**config.mk**
```make
export PLATFORM = sky130hd
export DESIGN_NAME = pacc_top
export DESIGN_NICKNAME = d
export VERILOG_FILES = /design/src/rtl/pacc_pkg.sv /design/src/rtl/pacc_top.sv
export SDC_FILE = /design/constraint.sdc
export NUM_CORES = 1
export LEC_CHECK = 0
export BUFFER_PORTS_ARGS = -buffer_cell sky130_fd_sc_hd__buf_2
export CORE_MARGIN = 1.5
export CORE_UTILIZATION = 25
export DETAILED_ROUTE_END_ITERATION = 7
export GPL_TIMING_DRIVEN = 0
export PLACE_DENSITY = 0.43
export SYNTH_ARGS = -nofsm -noshare
export SYNTH_HDL_FRONTEND = slang
export SYNTH_SLANG_ARGS = --single-unit
```
**constraint.sdc**
```tcl
create_clock -name aclk -period 5.1 [get_ports aclk]
set_input_delay 0.255 -clock aclk [delete_from_list [all_inputs] [get_ports aclk]]
set_output_delay 0.255 -clock aclk [all_outputs]
set_load 0.01 [all_outputs]
```
**src/rtl/pacc_pkg.sv**
```systemverilog
// ==========================================================================
// pulse accumulator package
package pacc_pkg;
    // register byte addresses
    localparam logic [7:0] PACC_ADDR_COUNT = 8'h00; // pulse_count_register
    localparam logic [7:0] PACC_ADDR_CTRL = 8'h04; // control bits
    localparam logic [7:0] PACC_ADDR_STAT = 8'h08; // flags, w1c
    localparam logic [7:0] PACC_ADDR_PIN = 8'h0c; // raw pin level, ro
    // control field positions
    localparam int PACC_CTRL_EN = 0; // accumulator enable
    localparam int PACC_CTRL_GATED = 1; // 1 gated time, 0 event count
    localparam int PACC_CTRL_EDGE = 2; // edge_polarity_select
    localparam int PACC_CTRL_EIE = 3; // input_edge_irq_enable
    localparam int PACC_CTRL_OIE = 4; // overflow irq enable
    localparam int PACC_CTRL_W = 5;
    // status field positions
    localparam int PACC_STAT_EDGE = 0; // input_edge_flag
    localparam int PACC_STAT_OVF = 1; // count_overflow_flag
    // reset values
    localparam logic [7:0] PACC_COUNT_RST = 8'h00;
    localparam logic [4:0] PACC_CTRL_RST = 5'h00;
    // timing
    localparam int PACC_TICK_DIV = 64; // bus clocks per gated count
    localparam int PACC_EDGE_GAP = 2; // cycles before next edge may count
    // axi responses
    localparam logic [1:0] PACC_RESP_OKAY = 2'h0;
    localparam logic [1:0] PACC_RESP_SLVERR = 2'h2;

    // gathered control bits
    typedef struct packed {
        logic oie;
        logic eie;
        logic edge_sel;
        logic gated;
        logic en;
    } pacc_ctrl_t;

    // one-hot write channel states
    typedef enum logic [2:0] {
        PACC_W_IDLE = 3'b001,
        PACC_W_HAVE = 3'b010,
        PACC_W_RESP = 3'b100
    } pacc_wst_t;
endpackage

```
**src/rtl/pacc_top.sv**
```systemverilog
// Functional notes
// - gated trailing edge sets edge flag, interrupt
// - eight-bit counter wraps to zero
// - no gated count while pin is inactive
// - stops at trailing edge, overflow still counts
// - overflow request outranks edge request
// - gated: increment every 64 clocks while active
// - pin level always readable by software
// - polarity bit selects rising or falling edge
// - edge irq needs local and global enable
// - edge flag readable and software clearable
// - pin synchronised, max rate half clock
// - edge recognised then flag set next edge
// - event mode counts with edge flag set
// - no new edge within two cycles
// - free running divide by 64 tick
// - first gated increment phase is uncertain
// - overflow flag set on ff to 00 roll
// - software access never conflicts with increment
// - polarity bit picks inhibiting level when gated
// - separate overflow and edge interrupt requests
// - counting resumes from held value
`timescale 1ns/1ns
module pacc_top
    import pacc_pkg::*;
#(
    parameter int TICK_DIV = PACC_TICK_DIV
) (
    input wire logic aclk,
    input wire logic aresetn,
    // axi4-lite slave
    input wire logic [7:0] s_axi_awaddr,
    input wire logic s_axi_awvalid,
    output logic s_axi_awready,
    input wire logic [31:0] s_axi_wdata,
    input wire logic [3:0] s_axi_wstrb,
    input wire logic s_axi_wvalid,
    output logic s_axi_wready,
    output logic [1:0] s_axi_bresp,
    output logic s_axi_bvalid,
    input wire logic s_axi_bready,
    input wire logic [7:0] s_axi_araddr,
    input wire logic s_axi_arvalid,
    output logic s_axi_arready,
    output logic [31:0] s_axi_rdata,
    output logic [1:0] s_axi_rresp,
    output logic s_axi_rvalid,
    input wire logic s_axi_rready,
    // pin and cpu side
    input wire logic accumulator_input_pin,
    input wire logic cpu_irq_mask,
    output logic overflow_irq,
    output logic input_edge_irq
);

    // ======================================================================
    // pin synchroniser and edge detect
    logic pin_s1_q, pin_s2_q, pin_s3_q; // sync chain
    logic [1:0] gap_q, gap_d; // edge lockout counter
    logic pin_active; // gating level
    logic edge_raw; // selected edge seen
    logic edge_hit; // accepted edge
    pacc_ctrl_t ctrl_q, ctrl_d; // control bits, read by edge detect, counter, irq and read sections

    // two flops then history; only s2/s3 feed logic
    always_ff @(posedge aclk) begin
        if (!aresetn) begin
            pin_s1_q <= 1'b0;
            pin_s2_q <= 1'b0;
            pin_s3_q <= 1'b0;
        end else begin
            pin_s1_q <= accumulator_input_pin;
            pin_s2_q <= pin_s1_q;
            pin_s3_q <= pin_s2_q;
        end
    end

    // polarity choice: high edge_sel = rising edges in event mode, high level active (falling trailing edge) when gated
    // in gated mode a rising select means low inhibits
    always_comb begin
        pin_active = ctrl_q.edge_sel ? pin_s2_q : ~pin_s2_q;
        if (ctrl_q.gated) begin
            // trailing edge of the active level ends the pulse
            edge_raw = ctrl_q.edge_sel ? (pin_s3_q & ~pin_s2_q)
                                       : (~pin_s3_q & pin_s2_q);
        end else begin
            edge_raw = ctrl_q.edge_sel ? (~pin_s3_q & pin_s2_q)
                                       : (pin_s3_q & ~pin_s2_q);
        end
        edge_hit = edge_raw & (gap_q == 2'h0) & ctrl_q.en;
        // lockout so the next edge is at least two cycles later
        if (edge_hit) begin
            gap_d = 2'(PACC_EDGE_GAP - 1);
        end else if (gap_q != 2'h0) begin
            gap_d = gap_q - 2'h1;
        end else begin
            gap_d = gap_q;
        end
    end

    // lockout register
    always_ff @(posedge aclk) begin
        if (!aresetn) begin
            gap_q <= 2'h0;
        end else begin
            gap_q <= gap_d;
        end
    end

    // ======================================================================
    // free running prescaler
    localparam int DW = $clog2(TICK_DIV);
    logic [DW-1:0] div_q, div_d; // never reset by the pin
    logic tick; // one cycle every TICK_DIV clocks

    // tick is independent of the pin, so first count phase varies
    always_comb begin
        tick = (div_q == DW'(TICK_DIV - 1));
        div_d = tick ? '0 : div_q + 1'b1;
    end

    // prescaler register
    always_ff @(posedge aclk) begin
        if (!aresetn) begin
            div_q <= '0;
        end else begin
            div_q <= div_d;
        end
    end

    // ======================================================================
    // axi4-lite slave, one write and one read at a time
    pacc_wst_t wst_q, wst_d; // write state
    logic aw_got_q, aw_got_d; // address held
    logic w_got_q, w_got_d; // data held
    logic [7:0] waddr_q, waddr_d;
    logic [31:0] wdata_q, wdata_d;
    logic [3:0] wstrb_q, wstrb_d;
    logic [1:0] bresp_q, bresp_d;
    logic wr_fire; // commit of a write this cycle
    logic rvalid_q, rvalid_d;
    logic [31:0] rdata_q, rdata_d;
    logic [1:0] rresp_q, rresp_d;
    logic rd_fire;

    // decode helper: is this a mapped register
    function automatic logic addr_ok(input logic [7:0] a);
        addr_ok = (a == PACC_ADDR_COUNT) || (a == PACC_ADDR_CTRL) ||
                  (a == PACC_ADDR_STAT) || (a == PACC_ADDR_PIN);
    endfunction

    // accept address and data in either order, then answer
    always_comb begin
        wst_d = wst_q;
        aw_got_d = aw_got_q;
        w_got_d = w_got_q;
        waddr_d = waddr_q;
        wdata_d = wdata_q;
        wstrb_d = wstrb_q;
        bresp_d = bresp_q;
        wr_fire = 1'b0;
        s_axi_awready = 1'b0;
        s_axi_wready = 1'b0;
        case (wst_q)
            PACC_W_IDLE, PACC_W_HAVE: begin
                s_axi_awready = ~aw_got_q;
                s_axi_wready = ~w_got_q;
                if (s_axi_awvalid && !aw_got_q) begin
                    aw_got_d = 1'b1;
                    waddr_d = s_axi_awaddr;
                end
                if (s_axi_wvalid && !w_got_q) begin
                    w_got_d = 1'b1;
                    wdata_d = s_axi_wdata;
                    wstrb_d = s_axi_wstrb;
                end
                wst_d = PACC_W_HAVE;
                if (aw_got_q && w_got_q) begin
                    // both halves held: commit and respond
                    wr_fire = 1'b1;
                    bresp_d = addr_ok(waddr_q) ? PACC_RESP_OKAY
                                               : PACC_RESP_SLVERR;
                    wst_d = PACC_W_RESP;
                end
            end
            PACC_W_RESP: begin
                if (s_axi_bready) begin
                    aw_got_d = 1'b0;
                    w_got_d = 1'b0;
                    wst_d = PACC_W_IDLE;
                end
            end
            default: wst_d = PACC_W_IDLE;
        endcase
    end

    // write channel registers
    always_ff @(posedge aclk) begin
        if (!aresetn) begin
            wst_q <= PACC_W_IDLE;
            aw_got_q <= 1'b0;
            w_got_q <= 1'b0;
            waddr_q <= 8'h00;
            wdata_q <= 32'h0000_0000;
            wstrb_q <= 4'h0;
            bresp_q <= PACC_RESP_OKAY;
        end else begin
            wst_q <= wst_d;
            aw_got_q <= aw_got_d;
            w_got_q <= w_got_d;
            waddr_q <= waddr_d;
            wdata_q <= wdata_d;
            wstrb_q <= wstrb_d;
            bresp_q <= bresp_d;
        end
    end

    assign s_axi_bvalid = (wst_q == PACC_W_RESP);
    assign s_axi_bresp = bresp_q;

    // ======================================================================
    // counter, control and flags
    logic [7:0] cnt_q, cnt_d;
    logic roll; // step from all ones this cycle
    logic eflag_q, eflag_d; // input_edge_flag
    logic oflag_q, oflag_d; // count_overflow_flag
    logic eflag_set_q; // edge accepted, flag lands next clock
    logic inc; // counter step this cycle
    logic wr_lane0; // low byte lane written

    // edge recognition cycle, flag set a clock later
    always_ff @(posedge aclk) begin
        if (!aresetn) begin
            eflag_set_q <= 1'b0;
        end else begin
            eflag_set_q <= edge_hit;
        end
    end

    // step source by mode; gated holds value when inactive
    always_comb begin
        wr_lane0 = wr_fire & wstrb_q[0];
        if (!ctrl_q.en) begin
            inc = 1'b0;
        end else if (ctrl_q.gated) begin
            inc = tick & pin_active;
        end else begin
            inc = eflag_set_q;
        end
        cnt_d = cnt_q;
        ctrl_d = ctrl_q;
        eflag_d = eflag_q;
        oflag_d = oflag_q;
        roll = 1'b0;
        // software write applied, then a same-cycle step on top
        if (wr_lane0 && waddr_q == PACC_ADDR_COUNT) begin
            cnt_d = wdata_q[7:0];
        end
        // roll judged on the value really stepped, so a preload written
        // in the same cycle cannot fake or hide an overflow
        if (inc) begin
            roll = (cnt_d == 8'hff);
            cnt_d = cnt_d + 8'h01;
        end
        if (wr_lane0 && waddr_q == PACC_ADDR_CTRL) begin
            ctrl_d = pacc_ctrl_t'(wdata_q[PACC_CTRL_W-1:0]);
        end
        // write one to clear; a same-cycle set wins
        if (wr_lane0 && waddr_q == PACC_ADDR_STAT) begin
            if (wdata_q[PACC_STAT_EDGE]) eflag_d = 1'b0;
            if (wdata_q[PACC_STAT_OVF]) oflag_d = 1'b0;
        end
        if (eflag_set_q) begin
            eflag_d = 1'b1;
        end
        if (roll) begin
            oflag_d = 1'b1;
        end
    end

    // counter and flag registers
    always_ff @(posedge aclk) begin
        if (!aresetn) begin
            cnt_q <= PACC_COUNT_RST;
            ctrl_q <= pacc_ctrl_t'(PACC_CTRL_RST);
            eflag_q <= 1'b0;
            oflag_q <= 1'b0;
        end else begin
            cnt_q <= cnt_d;
            ctrl_q <= ctrl_d;
            eflag_q <= eflag_d;
            oflag_q <= oflag_d;
        end
    end

    // ======================================================================
    // interrupt requests
    logic ovf_req, edge_req;
    logic ovf_irq_q, edge_irq_q;

    // overflow outranks edge; cpu mask gates both maskable requests
    always_comb begin
        ovf_req = oflag_q & ctrl_q.oie & ~cpu_irq_mask;
        edge_req = eflag_q & ctrl_q.eie & ~cpu_irq_mask
                   & ~ovf_req;
    end

    // registered request outputs
    always_ff @(posedge aclk) begin
        if (!aresetn) begin
            ovf_irq_q <= 1'b0;
            edge_irq_q <= 1'b0;
        end else begin
            ovf_irq_q <= ovf_req;
            edge_irq_q <= edge_req;
        end
    end

    assign overflow_irq = ovf_irq_q;
    assign input_edge_irq = edge_irq_q;

    // ======================================================================
    // read channel
    // read data is sampled at address accept so a count step never tears
    always_comb begin
        rd_fire = s_axi_arvalid & ~rvalid_q;
        s_axi_arready = ~rvalid_q;
        rvalid_d = rvalid_q;
        rdata_d = rdata_q;
        rresp_d = rresp_q;
        if (rd_fire) begin
            rvalid_d = 1'b1;
            rresp_d = PACC_RESP_OKAY;
            rdata_d = 32'h0000_0000;
            if (s_axi_araddr == PACC_ADDR_COUNT) begin
                rdata_d[7:0] = cnt_q;
            end else if (s_axi_araddr == PACC_ADDR_CTRL) begin
                rdata_d[PACC_CTRL_W-1:0] = ctrl_q;
            end else if (s_axi_araddr == PACC_ADDR_STAT) begin
                rdata_d[PACC_STAT_EDGE] = eflag_q;
                rdata_d[PACC_STAT_OVF] = oflag_q;
            end else if (s_axi_araddr == PACC_ADDR_PIN) begin
                rdata_d[0] = pin_s2_q;
            end else begin
                rresp_d = PACC_RESP_SLVERR;
            end
        end else if (rvalid_q && s_axi_rready) begin
            rvalid_d = 1'b0;
        end
    end

    // read registers
    always_ff @(posedge aclk) begin
        if (!aresetn) begin
            rvalid_q <= 1'b0;
            rdata_q <= 32'h0000_0000;
            rresp_q <= PACC_RESP_OKAY;
        end else begin
            rvalid_q <= rvalid_d;
            rdata_q <= rdata_d;
            rresp_q <= rresp_d;
        end
    end

    assign s_axi_rvalid = rvalid_q;
    assign s_axi_rdata = rdata_q;
    assign s_axi_rresp = rresp_q;

endmodule // pacc_top

```
==> qor.txt <==
Status -> finished, final reports clean
Static Leakage -> 1.61 nW
Worst setup path start -> wst_q[1]$_SDFFE_PN0P_
Synthesized area per cell -> 9.06 um2
Fin area -> 0.00382 mm2
Share of layout cells above drive strength 1 -> 0.260
DRT Wirelength -> 7.24 mm
Die Wd -> 112 um
PortBufs -> 49
Gr usage total -> 0.124
Post-synth EDFFs -> 0
Largest net degree at the start of global routing -> 13
# setup viols final -> 0
Final core occ -> 0.333
Seq/Total Area, Yosys -> 0.420
Post-DP HPWL -> 5.52 mm
Area after DPL -> 0.00347 mm2
Worst VDD drop -> 0.211 mV
YS warnings -> 0
First-pass detailed-route iteration total -> 4
Vias per cell -> 4.41
Crit. End Element -> register
# IOs -> 104
Global-route wire length before repair -> 12.0 mm
Die area -> 0.0125 mm2
FF-to-FF End -> cnt_q[2]$_SDFF_PN0_
Clk slew on worst S/H paths -> 60 ps
Synthesized flop and latch total -> 62
Clock Skew -> 6.71 ps
Num CTS Buffers -> 9
Reg2Reg Depth -> 6
Minimum clock period -> 2090 ps
Post-synthesis cell area -> 0.00295 mm2
Library cells used by synthesis -> 51
Post-cts resize count -> 0
Synth top area cells -> dfxtp_1 42%, mux2i_1 8.8%, buf_4 6.6%, nor2_1 6.1%, nand2_1 2.8%
FF+latch area -> 0.00124 mm2
Slew Viols, Final -> 0
Cell taking the most area after synthesis -> dfxtp_1
H-tree depth -> 3
Async SR Flop Fraction -> 0
Fin nets -> 474
Initial Utilization -> 0.258
Worst min-delay path class -> in2reg
Crit-path slowest cell -> dfxtp_1
# diodes -> 0
Grt total ovfl -> 0
Area growth syn-to-layout -> 29.3%
Initial antenna violation count -> 0
Gate Count Post-Synth -> 326
WP data arrival -> 2280 ps
Pwr Density -> 434 mW/mm2
Critical hold path startpoint -> cpu_irq_mask
Critical Path RT -> 5290 ps
Cell Chain, Critical Path -> xor2_1, and4_1, clkbuf_1, mux2i_1, nand3_1, nor3b_1
Area of the multi-input gates -> 0.00153 mm2
Fmax -> 478 MHz
Vias -> 2464
DR WL/cell -> 13.0 um
Number of global-route vias before repair -> 2383
CP peak stage delay -> 400 ps
CP max FO -> 6
Hold buffer count at CTS -> 0
DRC -> 0
Crit Path Class -> reg2reg
Total clock sinks -> 62
Final Hold Viols -> 0
Worst rel slew slack -> 0.605
Root buf cell -> clkbuf_16
Routed Antenna Nets -> 0
Dominant cell by count in the synthesized netlist -> dfxtp_1
Filler cell count -> 1214
CTS tree -> built
Initial DRC Count -> 98
Global placer's final weighted congestion -> 0.768
Ys flop type -> dfxtp_1
Startpoint Class -> register
Worst hold stages -> 2
Worst Max-Slew Pin Slew -> 593 ps
Worst skew pair latency -> 330 ps
Synth cell count leaders -> 62 x dfxtp_1, 48 x nor2_1, 26 x buf_4, 26 x mux2i_1, 22 x nand2_1
Final period util -> 0.410
Hold Path Sink -> overflow_irq$_SDFF_PN0_
Family with the most delay on the worst path -> simple AND/OR/NAND/NOR gates
RSZ-0062 raised after global routing -> no
Buf/Inv on CP -> 1
Post-CTS setup buffers -> 0
Max-cap violation count -> 0
Max clock buf depth -> 2
R2R Setup Slk -> 3010 ps
Worst r2r src -> wst_q[1]$_SDFFE_PN0P_
Die height -> 112 um
Yosys top cell area share -> 0.420
Setup TNS -> 0 ps
Core Box Area -> 0.0115 mm2
Rows -> 39
-- state kept, by name (all words and copies together) (netlist names), 2 cells and up --
name,cells
wst_q,3
div_q,6
s_axi_rdata,8
ctrl_q,5
gap_q,2
waddr_q,8
wdata_q,8
cnt_q,8
-- stage by stage --
| stage | hold WS (ps) | setup WS [ps] | cells | power [mW] |
|---|---|---|---|---|
| global route | 102 | 2760 | 559 | 1.75 |
| global placement | 416 | 3070 | 543 | 0.959 |
| floorplan | 332 | 3280 | 351 | 0.867 |
| detailed placement | 419 | 3040 | 543 | 0.963 |
| CTS | 101 | 3030 | 559 | 1.68 |
| finish | 104 | 3010 | 559 | 1.66 |
-- cell type report --
class / count / area share
inverters: 7 / 0.00688
plain buffers: 40 / 0.0662
repair buffers: 49 / 0.0642
clock inverters: 7 / 0.0318
multi-input cells: 242 / 0.400
clock buffers: 9 / 0.0590
flip-flops and latches: 62 / 0.325
well taps: 143 / 0.0469
-- routing by layer --
metal | vias to the layer above | share of wire | track usage
met3 | 8 | 0.043 | 0.0310
met1 | 1131 | 0.47 | 0.158
met5 | - | 0 | 0
met4 | 0 | 0.016 | 0.0456
met2 | 58 | 0.47 | 0.203
li1 | 1267 | - | -
-- worst max-delay path by stage --
stage	cells past startpoint	slack [ps]	end
CTS	6	3030	cnt_q[2]$_SDFF_PN0_
finish	6	3010	cnt_q[2]$_SDFF_PN0_
global placement	6	3070	cnt_q[5]$_SDFF_PN0_
floorplan	6	3280	cnt_q[5]$_SDFF_PN0_
detailed placement	6	3040	cnt_q[5]$_SDFF_PN0_
global route	6	2760	cnt_q[2]$_SDFF_PN0_
-- placed cells by master, fill, tap and decap left out, drive strengths merged, types with 2 or more instances in the layout --
cell / Yosys / final
ha: 2 / 2
a22oi: 3 / 3
a311oi: 3 / 3
nor2: 48 / 48
a21oi: 11 / 11
nand2: 22 / 22
o22ai: 2 / 2
nand3: 13 / 13
clkinv: 0 / 3
nand4: 6 / 6
a211o: 2 / 2
and2: 6 / 6
mux2: 5 / 5
nor3b: 4 / 4
nor4: 5 / 5
bufinv: 0 / 3
and3: 5 / 5
clkbuf: 9 / 18
conb: 1 / 26
dfxtp: 62 / 62
xor2: 3 / 3
o21a: 4 / 4
a211oi: 5 / 5
nor3: 11 / 11
buf: 31 / 80
inv: 7 / 8
xnor2: 9 / 9
mux2i: 26 / 26
and4: 4 / 4
-- where the power goes --
| group | internal [mW] | switching (mW) |
|---|---|---|
| clock | 0.479 | 0.229 |
| combinational | 0.158 | 0.178 |
| sequential | 0.543 | 0.0697 |
| total | 1.18 | 0.477 |
-- logic make-up (layout without fill, tap and decap cells) --
| family | count (synthesis) | after routing | share of synthesized area |
|---|---|---|---|
| AOI/OAI and AO/OA | 38 | 38 | 0.0940 |
| xor gates and xnor gates | 12 | 12 | 0.0356 |
| adders and majority gates | 2 | 2 | 0.00847 |
| buffers and inverters | 47 | 112 | 0.0945 |
| DFF | 62 | 62 | 0.420 |
| muxes | 32 | 32 | 0.115 |
| other | 1 | 26 | 0.00127 |
| and+or+nand+nor | 132 | 132 | 0.231 |
No activity file was read; power rests on OpenSTA's default activity.
